==> config.mk <==
export PLATFORM = sky130hd
export DESIGN_NAME = spt_translator
export DESIGN_NICKNAME = d
export VERILOG_FILES = /design/src/inc/spt_pkg.sv /design/src/inc/spt_chop_if.sv /design/src/rtl/spt_chopper.sv /design/src/rtl/spt_translator.sv
export SDC_FILE = /design/constraint.sdc
export NUM_CORES = 1
export LEC_CHECK = 0
export BUFFER_PORTS_ARGS = -buffer_cell sky130_fd_sc_hd__buf_2
export CORE_MARGIN = 5
export CORE_UTILIZATION = 54
export CTS_CLUSTER_DIAMETER = 40
export DETAILED_ROUTE_END_ITERATION = 10
export PLACE_DENSITY = 0.76
export SLEW_MARGIN = 20
export SYNTH_ARGS = -nofsm -noshare
export SYNTH_HDL_FRONTEND = slang
export SYNTH_HIERARCHICAL = 1
export SYNTH_SLANG_ARGS = --single-unit
==> constraint.sdc <==
create_clock -name pclk -period 4.5 [get_ports pclk]
set_clock_uncertainty 0.2 [all_clocks]
set_input_delay 0.225 -clock pclk [delete_from_list [all_inputs] [get_ports pclk]]
set_output_delay 0.225 -clock pclk [all_outputs]
set_load 0.05 [all_outputs]
==> src/inc/spt_pkg.sv <==
// Package with constants and helpers of the stepper phase translator.
package spt_pkg;

   // Register map, byte addresses on the APB.
   localparam logic [11:0] SPT_ADDR_CTRL = 12'h000;
   localparam logic [11:0] SPT_ADDR_STATUS = 12'h004;

   // Control register: chopper oscillator period in pclk cycles.
   localparam int SPT_CTRL_PERIOD_LSB = 0;
   localparam int SPT_CTRL_PERIOD_W = 16;
   localparam logic [15:0] SPT_PERIOD_RST = 16'h00c8;
   localparam logic [15:0] SPT_PERIOD_MIN = 16'h0002;

   // Status register field positions.
   localparam int SPT_ST_IDX_LSB = 0;
   localparam int SPT_ST_HOME = 3;
   localparam int SPT_ST_FF_AB = 4;
   localparam int SPT_ST_FF_CD = 5;
   localparam int SPT_ST_HALF = 6;
   localparam int SPT_ST_LOCAL = 7;
   localparam int SPT_ST_PHASE_LSB = 8;

   // Positions of the synchronised pins in the pin vector.
   localparam int SPT_PIN_STEP = 0;
   localparam int SPT_PIN_DIR = 1;
   localparam int SPT_PIN_HALF = 2;
   localparam int SPT_PIN_TRST = 3;
   localparam int SPT_PIN_EN = 4;
   localparam int SPT_PIN_CTRL = 5;
   localparam int SPT_PIN_SAB = 6;
   localparam int SPT_PIN_SCD = 7;
   localparam int SPT_PIN_OSC = 8;
   localparam int SPT_PIN_SYNC = 9;
   localparam int SPT_PIN_W = 10;
   // Pins reset to their idle levels, so no sense trip or sync edge follows.
   localparam logic [9:0] SPT_PIN_RST = 10'h11f;

   // Translator home position (state 1) and its phase pattern ABCD.
   localparam logic [2:0] SPT_HOME_IDX = 3'h0;
   localparam logic [3:0] SPT_HOME_PHASE = 4'h5;
   localparam logic [2:0] SPT_STEP_HALF = 3'h1;
   localparam logic [2:0] SPT_STEP_FULL = 3'h2;

   // Phase pattern ABCD (A in bit 3) for states 1 to 8, index 0 to 7.
   function automatic logic [3:0] spt_phase_of(input logic [2:0] idx);
      logic [3:0] p;
      p = SPT_HOME_PHASE;
      case (idx)
         3'h0: p = SPT_HOME_PHASE;
         3'h1: p = 4'h4;
         3'h2: p = 4'h6;
         3'h3: p = 4'h2;
         3'h4: p = 4'ha;
         3'h5: p = 4'h8;
         3'h6: p = 4'h9;
         3'h7: p = 4'h1;
         default: p = SPT_HOME_PHASE;
      endcase
      return p;
   endfunction

   // Chopping a pair on the phase lines turns on its idle line as well.
   function automatic logic [1:0] spt_chop_pair(input logic [1:0] pair);
      return (pair != 2'h0) ? 2'h3 : pair;
   endfunction

endpackage

==> src/inc/spt_chop_if.sv <==
// Interface between the translator core and the dual chopper.
`timescale 1ns/1ns
interface spt_chop_if;
   logic local_en;
   logic [15:0] period;
   logic sync_level;
   logic sense_ab;
   logic sense_cd;
   logic pulse;
   logic ff_ab;
   logic ff_cd;

   modport core (
      output local_en,
      output period,
      output sync_level,
      output sense_ab,
      output sense_cd,
      input pulse,
      input ff_ab,
      input ff_cd
   );

   modport chop (
      input local_en,
      input period,
      input sync_level,
      input sense_ab,
      input sense_cd,
      output pulse,
      output ff_ab,
      output ff_cd
   );
endinterface

==> src/rtl/spt_chopper.sv <==
// Dual chopper: shared oscillator and one drive flip-flop per winding pair.
`timescale 1ns/1ns
module spt_chopper (
   // Clock and reset.
   input wire logic pclk,
   input wire logic presetn,
   // Link to the translator core.
   spt_chop_if.chop ch
);
   import spt_pkg::*;

   typedef struct packed {
      logic [15:0] cnt;
      logic sync_d;
      logic pulse;
      logic ff_ab;
      logic ff_cd;
   } spt_chop_type;

   spt_chop_type r;
   spt_chop_type next_r;
   logic [15:0] lim;
   logic tick;

   always_comb begin
      next_r = r;
      lim = (ch.period < SPT_PERIOD_MIN) ? SPT_PERIOD_MIN : ch.period;
      tick = 1'b0;
      next_r.sync_d = ch.sync_level;
      if (ch.local_en) begin
         // Local oscillator free-runs and times the chopper itself.
         if (r.cnt >= lim - 16'h0001) begin
            next_r.cnt = 16'h0000;
            tick = 1'b1;
         end else begin
            next_r.cnt = r.cnt + 16'h0001;
         end
      end else begin
         // Oscillator grounded: follow pulses arriving on the sync pin.
         next_r.cnt = 16'h0000;
         tick = ch.sync_level && !r.sync_d;
      end
      next_r.pulse = tick;
      // Each pair is set by the pulse and cleared by its own comparator.
      if (tick) begin
         next_r.ff_ab = 1'b1;
      end else if (ch.sense_ab) begin
         next_r.ff_ab = 1'b0;
      end
      if (tick) begin
         next_r.ff_cd = 1'b1;
      end else if (ch.sense_cd) begin
         next_r.ff_cd = 1'b0;
      end
   end

   always_ff @(posedge pclk or negedge presetn) begin
      if (!presetn) begin
         r <= '{cnt: 16'h0000, sync_d: 1'b0, pulse: 1'b0,
                ff_ab: 1'b1, ff_cd: 1'b1};
      end else begin
         r <= next_r;
      end
   end

   assign ch.pulse = r.pulse;
   assign ch.ff_ab = r.ff_ab;
   assign ch.ff_cd = r.ff_cd;

endmodule

==> src/rtl/spt_translator.sv <==
// Stepper phase translator top: translator, output gating and APB registers.
//
// Overview of operation
// - Each rising edge of the low-pulsed step input, with translator reset high, moves the translator one state in half-step or two in full-step.
// - The direction input is synchronised like the step input, so it may change at any time and acts on the next rising step edge.
// - The home output releases its pull-down while the translator is in state 1, whose phases are 0101, even when disabled or chopped.
// - Enable low forces all four phases and both inhibits low.
// - Chop target select low chops the inhibits, high chops the phase lines.
// - Two active-low inhibits serve the AB pair and the CD pair alike.
// - The AB sense input regulates the AB pair, the CD sense input the CD pair, independently.
// - Step size high runs half-step; low runs full-step, wave or two-phase by state parity.
// - A low pulse on the translator reset returns it to state 1, phases 0101.
// - Each pair's drive flip-flop is set by each oscillator pulse and cleared by its comparator.
// - Chopping the phase lines turns on the idle line of a pair instead of cutting the active one.
//
// Design decisions made here: the APB interface to the registers and the placing of the registers.
`timescale 1ns/1ns
module spt_translator (
   // Clock and reset.
   input wire logic pclk,
   input wire logic presetn,
   // APB slave.
   input wire logic psel,
   input wire logic penable,
   input wire logic pwrite,
   input wire logic [11:0] paddr,
   input wire logic [31:0] pwdata,
   output logic [31:0] prdata,
   output logic pready,
   output logic pslverr,
   // Step control pins from the host.
   input wire logic step_n,
   input wire logic rotation_dir,
   input wire logic step_size_sel,
   input wire logic translator_reset_n,
   input wire logic enable,
   input wire logic chop_target_sel,
   // Chopper pins.
   input wire logic sense_ab,
   input wire logic sense_cd,
   input wire logic chopper_osc,
   input wire logic chopper_sync_in,
   output logic chopper_sync_out,
   output logic chopper_sync_oe_n,
   // Power stage drive.
   output logic [3:0] phase,
   output logic inhibit_ab_n,
   output logic inhibit_cd_n,
   // Home indicator, open drain.
   output logic at_initial_state_out,
   output logic at_initial_state_oe_n
);
   import spt_pkg::*;

   typedef struct packed {
      logic [SPT_PIN_W-1:0] meta;
      logic [SPT_PIN_W-1:0] pin;
      logic step_d;
      logic [2:0] idx;
      logic [3:0] phase;
      logic inh_ab_n;
      logic inh_cd_n;
      logic home;
      logic [15:0] period;
      logic [31:0] prdata;
   } spt_main_type;

   spt_main_type r;
   spt_main_type next_r;
   spt_chop_if ch ();

   logic [SPT_PIN_W-1:0] pins_raw;
   logic [3:0] ph;
   logic inh_ab;
   logic inh_cd;
   logic setup;
   logic access;
   logic mapped;

   // Advance or retreat the translator by one or two states.
   function automatic logic [2:0] spt_advance(
      input logic [2:0] idx,
      input logic cw,
      input logic half
   );
      logic [2:0] inc;
      inc = half ? SPT_STEP_HALF : SPT_STEP_FULL;
      return cw ? 3'(idx + inc) : 3'(idx - inc);
   endfunction

   spt_chopper u_chop (
      .pclk(pclk),
      .presetn(presetn),
      .ch(ch)
   );

   always_comb begin
      pins_raw = '0;
      pins_raw[SPT_PIN_STEP] = step_n;
      pins_raw[SPT_PIN_DIR] = rotation_dir;
      pins_raw[SPT_PIN_HALF] = step_size_sel;
      pins_raw[SPT_PIN_TRST] = translator_reset_n;
      pins_raw[SPT_PIN_EN] = enable;
      pins_raw[SPT_PIN_CTRL] = chop_target_sel;
      pins_raw[SPT_PIN_SAB] = sense_ab;
      pins_raw[SPT_PIN_SCD] = sense_cd;
      pins_raw[SPT_PIN_OSC] = chopper_osc;
      pins_raw[SPT_PIN_SYNC] = chopper_sync_in;
   end

   // Synchronised levels and the period register handed to the chopper.
   assign ch.local_en = r.pin[SPT_PIN_OSC];
   assign ch.period = r.period;
   assign ch.sync_level = r.pin[SPT_PIN_SYNC];
   assign ch.sense_ab = r.pin[SPT_PIN_SAB];
   assign ch.sense_cd = r.pin[SPT_PIN_SCD];

   always_comb begin
      next_r = r;
      // Two-stage synchroniser for every pin.
      next_r.meta = pins_raw;
      next_r.pin = r.meta;
      next_r.step_d = r.pin[SPT_PIN_STEP];

      // Translator state.
      if (!r.pin[SPT_PIN_TRST]) begin
         next_r.idx = SPT_HOME_IDX;
      end else if (!r.step_d && r.pin[SPT_PIN_STEP]) begin
         // Step taken on the rising edge only, with current direction.
         next_r.idx = spt_advance(r.idx, r.pin[SPT_PIN_DIR],
                                  r.pin[SPT_PIN_HALF]);
      end

      // Base drive from the translator state.
      ph = spt_phase_of(r.idx);
      inh_ab = |ph[3:2];
      inh_cd = |ph[1:0];

      // Chopper gating, per pair from its own flip-flop.
      if (r.pin[SPT_PIN_CTRL]) begin
         if (!ch.ff_ab) begin
            ph[3:2] = spt_chop_pair(ph[3:2]);
         end
         if (!ch.ff_cd) begin
            ph[1:0] = spt_chop_pair(ph[1:0]);
         end
      end else begin
         inh_ab = inh_ab && ch.ff_ab;
         inh_cd = inh_cd && ch.ff_cd;
      end

      if (!r.pin[SPT_PIN_EN]) begin
         ph = 4'h0;
         inh_ab = 1'b0;
         inh_cd = 1'b0;
      end
      next_r.phase = ph;
      next_r.inh_ab_n = inh_ab;
      next_r.inh_cd_n = inh_cd;
      next_r.home = (r.idx == SPT_HOME_IDX);

      // APB slave: read data captured in setup, writes in access.
      setup = psel && !penable;
      access = psel && penable;
      mapped = (paddr == SPT_ADDR_CTRL) || (paddr == SPT_ADDR_STATUS);
      if (setup) begin
         next_r.prdata = 32'h0000_0000;
         if (paddr == SPT_ADDR_CTRL) begin
            next_r.prdata[SPT_CTRL_PERIOD_LSB +: SPT_CTRL_PERIOD_W] =
               r.period;
         end else if (paddr == SPT_ADDR_STATUS) begin
            next_r.prdata[SPT_ST_IDX_LSB +: 3] = r.idx;
            next_r.prdata[SPT_ST_HOME] = r.home;
            next_r.prdata[SPT_ST_FF_AB] = ch.ff_ab;
            next_r.prdata[SPT_ST_FF_CD] = ch.ff_cd;
            next_r.prdata[SPT_ST_HALF] = r.pin[SPT_PIN_HALF];
            next_r.prdata[SPT_ST_LOCAL] = r.pin[SPT_PIN_OSC];
            next_r.prdata[SPT_ST_PHASE_LSB +: 4] = r.phase;
         end
      end
      if (access && pwrite && paddr == SPT_ADDR_CTRL) begin
         next_r.period = pwdata[SPT_CTRL_PERIOD_LSB +: SPT_CTRL_PERIOD_W];
      end
   end

   always_ff @(posedge pclk or negedge presetn) begin
      if (!presetn) begin
         r <= '{meta: SPT_PIN_RST, pin: SPT_PIN_RST, step_d: 1'b1,
                idx: SPT_HOME_IDX, phase: 4'h0, inh_ab_n: 1'b0,
                inh_cd_n: 1'b0, home: 1'b1, period: SPT_PERIOD_RST,
                prdata: 32'h0000_0000};
      end else begin
         r <= next_r;
      end
   end

   assign prdata = r.prdata;
   assign pready = 1'b1;
   assign pslverr = psel && penable && !mapped;

   assign phase = r.phase;
   assign inhibit_ab_n = r.inh_ab_n;
   assign inhibit_cd_n = r.inh_cd_n;

   // Sync pin is driven only while the local oscillator runs.
   assign chopper_sync_out = ch.pulse;
   assign chopper_sync_oe_n = !r.pin[SPT_PIN_OSC];

   // Pull-down released while at home.
   assign at_initial_state_out = 1'b0;
   assign at_initial_state_oe_n = r.home;

endmodule

# Yosys cells after proc, flatten, opt, wreduce, memory -nomap -nowiden
# Memory sizes are Yosys's and may differ from the RTL's.
# Index checks and enable logic that the tools add are counted.
[word_totals] mem_bits_ro=32 ff_bits=83 mem_count=1 in_bits=59 output_inout_bits=44 word_cells=73
[memory_table] name="(name not given)" depth=8 word_bits=4 read_ports=1 rd_ports_with_merged_regs=0 write_ports=0 line="spt_pkg.sv:48" rtl="case (idx)"
[op_classes] n_eq_ne=2 n_addsub=4 order_cmp=2 n_reduce_logical=23 muxes=26
[ops] cell="$mux W16" n=3
[ops] cell="$mux W12" n=2
[ops] cell="$add A16 B1 Y16 const B" n=1
[ops] cell="$ge A16 B16 Y1" n=1
[ops] cell="$lt A16 B2 Y1 const B" n=1
[ops] cell="$sub A16 B1 Y16 const B" n=1
[ops] cell="$eq A12 B3 Y1 const B" n=1
[ops] cell="$logic_not A12 Y1" n=1
[ops] cell="$mux W4" n=3
[ops] cell="$mux W1" n=10
[ops] cell="$mux W2" n=5
[ops] cell="$logic_and A1 B1 Y1" n=9
[ops] cell="$mux W3" n=3
[ops] cell="$reduce_bool A2 Y1" n=4
[ops] cell="$logic_not A1 Y1" n=5
[ops] cell="$reduce_or A2 Y1" n=2
[ops] cell="$add A3 B2 Y3" n=1
[ops] cell="$logic_not A3 Y1" n=1
[ops] cell="$sub A3 B2 Y3" n=1
[ops] cell="$ne A2 B1 Y1 const B" n=1
[ops] cell="$logic_or A1 B1 Y1" n=1

# Depth between registers and ports, before layout
[depth] word_depth=7 ltp_mapped=15

# Hierarchy
# The synthesis kept the hierarchy.
[modules_own_cells] mod="spt_translator" n_inst=1 seq_area_each_um2=1597.8 cells_each=223 area_per_inst_um2=2758.9
[modules_own_cells] mod="spt_chopper" n_inst=1 seq_area_each_um2=503.0 cells_each=169 area_per_inst_um2=1524.0

# Worst setup path before layout
# No wires, ideal clock.
[synth_timing] kind="reg2reg" from="register r (netlist bit ch.period[10])" to="register u_chop/r[11] (netlist name)" stages_incl_launch_ff=16 t_arrival_ns=3.689 path_slack_ns=0.489 synth_period_minus_slack_ns=4.011 path_cell_list="dfrtp_1 > or4_4 > nor4b_4 > nand2_2 > o21ai_0 > ha_1 > nand2_1 > nor4_1 > xnor2_1 > ha_1 > nand2_1 > nor3_1 > or4b_1 > nand4b_2 > buf_2 > nor2_1"
[synth_rtl] item="start, declared" line="spt_translator.sv:68" rtl="spt_main_type r;"
[synth_rtl] item="start signal, assigned" line="spt_translator.sv:188" rtl="r <= '{meta: SPT_PIN_RST, pin: SPT_PIN_RST, step_d: 1'b1,"
[synth_rtl] item="start signal, assigned" line="spt_translator.sv:193" rtl="r <= next_r;"
[synth_rtl] item="end signal, assigned" line="spt_chopper.sv:59" rtl="r <= '{cnt: 16'h0000, sync_d: 1'b0, pulse: 1'b0,"
[synth_rtl] item="end signal, assigned" line="spt_chopper.sv:62" rtl="r <= next_r;"
[synth_rtl] item="end, declared" line="spt_chopper.sv:20" rtl="spt_chop_type r;"

==> run metrics <==
via count=2983; r2r startpoint=ch.period[10]; Post-synth ARST share=1.00; Num CTS Buffers=9; 1st-pass router iterations=4; CP Max Fanout=16; Tcrit/Tclk final=0.928; gr usage total=0.195; Synth Warn #=6; GP Congestion=0.845; first-pass GRT wire length=15000 um; Yosys cell types=54; Synth Area in Compound Gates=0.0757; LEAKAGE=0.00248 uW; setup tns final=0 ns; largest net degree at the start of global routing=84; FF-to-FF path depth=16; HPWL after DPL=6300 um; Synth Register Bits=83; Sw Ratio=0.298; mux contribution to synthesized area=0.0555; largest family of logic cells by synthesized area=simple AND/OR/NAND/NOR gates; # rows=32; core area=0.00773 mm2; WP data required=4.55 ns; H-tree level count=3; vias per cell=5.12; Worst Hold Class=flip-flop to flip-flop; arrival time at the worst endpoint=4.23 ns; DR WL/cell=15.3 um; final instance area=0.00507 mm2; Final Hold Fails=0; Die Footprint=0.00981 mm2; chip width=99.1 um; final worst slack=0.323 ns; Placed Area=0.00455 mm2; status=completed; Worst setup SP type=flip-flop; drt initial violations=141; Die H=99.1 um; xor/xnor share of the synthesized area=0.0552; r2r setup slk=0.32 ns; final setup fails=0; Worst Setup EP=u_chop/r[14]; CTS sink count=83; Synth Area in Adders=0.0602; clk root buf=clkbuf_8; worst slew pin tran=0.724 ns; Synth Area in Simple Gates=0.155; clock-pin slew on the worst setup and hold paths=0.09 ns; Syn Inst Count=392; Starting Density=0.554; max-slew violation count=0; PortBufs=68; Primary FF master, synth=dfrtp_1; I/O Pins=103; P&R area growth vs syn=18.5%; vias in the first global route=3103; min Tclk post-route=4.18 ns; Reg power frac=0.475; sequential share of the synthesized area=0.491; crit end category=flip-flop; clock tree from TritonCTS=done; WHS=0.145 ns; Place WS=0.181 ns; reg-to-reg endpoint=u_chop/r[14]; cell internal pwr=1230 uW; # DRC=0; Max-Cap Viols=0; post-route ant nets=0; Comb pwr share=0.170; RSZ-0062 raised after global routing=false; WS Path Type=flip-flop to flip-flop; Nets=555; WL final=8910 um; Psw=520 uW; mapped cell area=0.00428 mm2; Max rail drop VDD=0.264 mV; Max Root-Sink Buffers=2; worst setup path startpoint=ch.period[10]; P per Cell Area=344 mW/mm2; Rel. slew slack=0.517; final core occ=0.657; Max Fclk=239 MHz; gr ovfl total=0; diode count=0; Mapped Avg Cell Area=10.9 um2; share of post-route cells with drive strength above 1=0.293; Clk pwr share=0.355; number of synthesized flops with an enable pin=0; clk_lat worst skew=0.36 ns; initial antenna violation count=0
==> power by group through the flow <==
stage	registers (uW)	logic (uW)	clock network, uW
finish	830	296	620
global placement	841	272	0
floorplan	860	175	0
CTS	831	298	636
global route	836	326	672
detailed placement	844	278	0
==> layout make-up <==
cell class	instances	area, um2
fill	611	2650
sequential	83	2100
multi-input combinational	244	1800
timing repair buffer	102	682
inverter	36	135
tap	102	128
clock buffer	9	124
clock inverter	7	106
==> timing repair <==
action,in CTS,in global routing
buffers inserted,0,1
hold buffers,27,0
setup endpoints to repair,0,19
hold endpoints to repair,90,0
resized for setup,0,4
==> flip-flops by register name, summed over array words and instances (netlist names), 4 cells and up <==
| name | flops |
|---|---|
| u_chop/r | 17 |
| phase | 4 |
| r | 9 |
| prdata | 16 |
| ch.period | 16 |
| next_r | 11 |
==> synth_stat cells, types with 2 or more instances <==
cell | n | area (um2)
dfrtp_1 | 64 | 1600
buf_4 | 38 | 285
inv_1 | 36 | 135
nand2_1 | 29 | 109
nor2_1 | 27 | 101
dfstp_2 | 19 | 499
ha_1 | 19 | 238
xnor2_1 | 16 | 140
o221ai_1 | 12 | 105
o21ai_0 | 11 | 55.1
xor2_1 | 11 | 96.3
mux2_4 | 10 | 150
nand3_1 | 8 | 40.0
a21boi_0 | 6 | 45.0
mux2_2 | 6 | 67.6
nor3_1 | 6 | 30.0
a21oi_1 | 5 | 25.0
clkbuf_1 | 4 | 15.0
nand2b_1 | 4 | 25.0
nand4_1 | 4 | 25.0
nor2b_1 | 4 | 25.0
o21ai_1 | 4 | 20.0
and2_1 | 3 | 18.8
and3_1 | 3 | 18.8
nor3b_1 | 3 | 22.5
nor4_1 | 3 | 18.8
or3_1 | 3 | 18.8
a22o_1 | 2 | 17.5
and4_1 | 2 | 17.5
buf_2 | 2 | 10.0
conb_1 | 2 | 7.51
mux2i_1 | 2 | 20.0
nor4_4 | 2 | 42.5
o21a_1 | 2 | 15.0
==> how the worst min path moves through the flow <==
| stage | startpoint | depth (start not counted) | to |
|---|---|---|---|
| CTS | next_r[64] | 0 | r[64] |
| global route | next_r[64] | 0 | r[64] |
| detailed placement | translator_reset_n | 1 | next_r[62] |
| floorplan | presetn | 0 | ch.period[0] |
| finish | next_r[64] | 0 | r[64] |
| global placement | translator_reset_n | 1 | next_r[62] |
==> cells in the final DEF, fill, tap and decap left out, drive strengths merged, types with 16 or more instances in the layout <==
| cell | netlist | routed |
|---|---|---|
| dfrtp | 64 | 64 |
| nor2 | 28 | 28 |
| buf | 41 | 75 |
| ha | 19 | 19 |
| nand2 | 30 | 30 |
| dfstp | 19 | 19 |
| xnor2 | 16 | 16 |
| mux2 | 16 | 16 |
| dlygate4sd3 | 0 | 27 |
| inv | 36 | 40 |
| conb | 2 | 18 |
==> routing by layer <==
metal	vias to the layer above	track usage	part of all wire
met5	-	0	0
met2	84	0.313	0.50
met4	0	0.0536	0.0073
met1	1450	0.259	0.43
li1	1444	-	-
met3	5	0.0552	0.062
==> metrics by stage <==
step | std cells | total power (uW)
2_1_floorplan | 408 | 1040
3_3_place_gp | 539 | 1110
3_5_place_dp | 539 | 1120
4_1_cts | 582 | 1760
5_1_grt | 583 | 1830
6_report | 583 | 1750
==> logic make-up after synthesis <==
logic type	Yosys count
simple gates	114
flops	83
buf+inv	81
compound gates	47
xor+xnor	27
fa+ha+maj	20
mux	18
other cells	2
==> critical path: stages (launching register included) <==
cell and delay (ns):
dfrtp_1 0.39, or4_4 0.59, nor4b_4 0.37, buf_4 0.18, and2_1 0.15, nor2_1 0.06, ha_1 0.25, nand2_2 0.14
nor2_1 0.07, xnor2_1 0.13, ha_1 0.30, nand4_1 0.12, nor3_2 0.24, or4b_1 0.48, nand4b_2 0.19, buf_12 0.16
nor2_1 0.05
No activity file was read; power rests on OpenSTA's default activity.
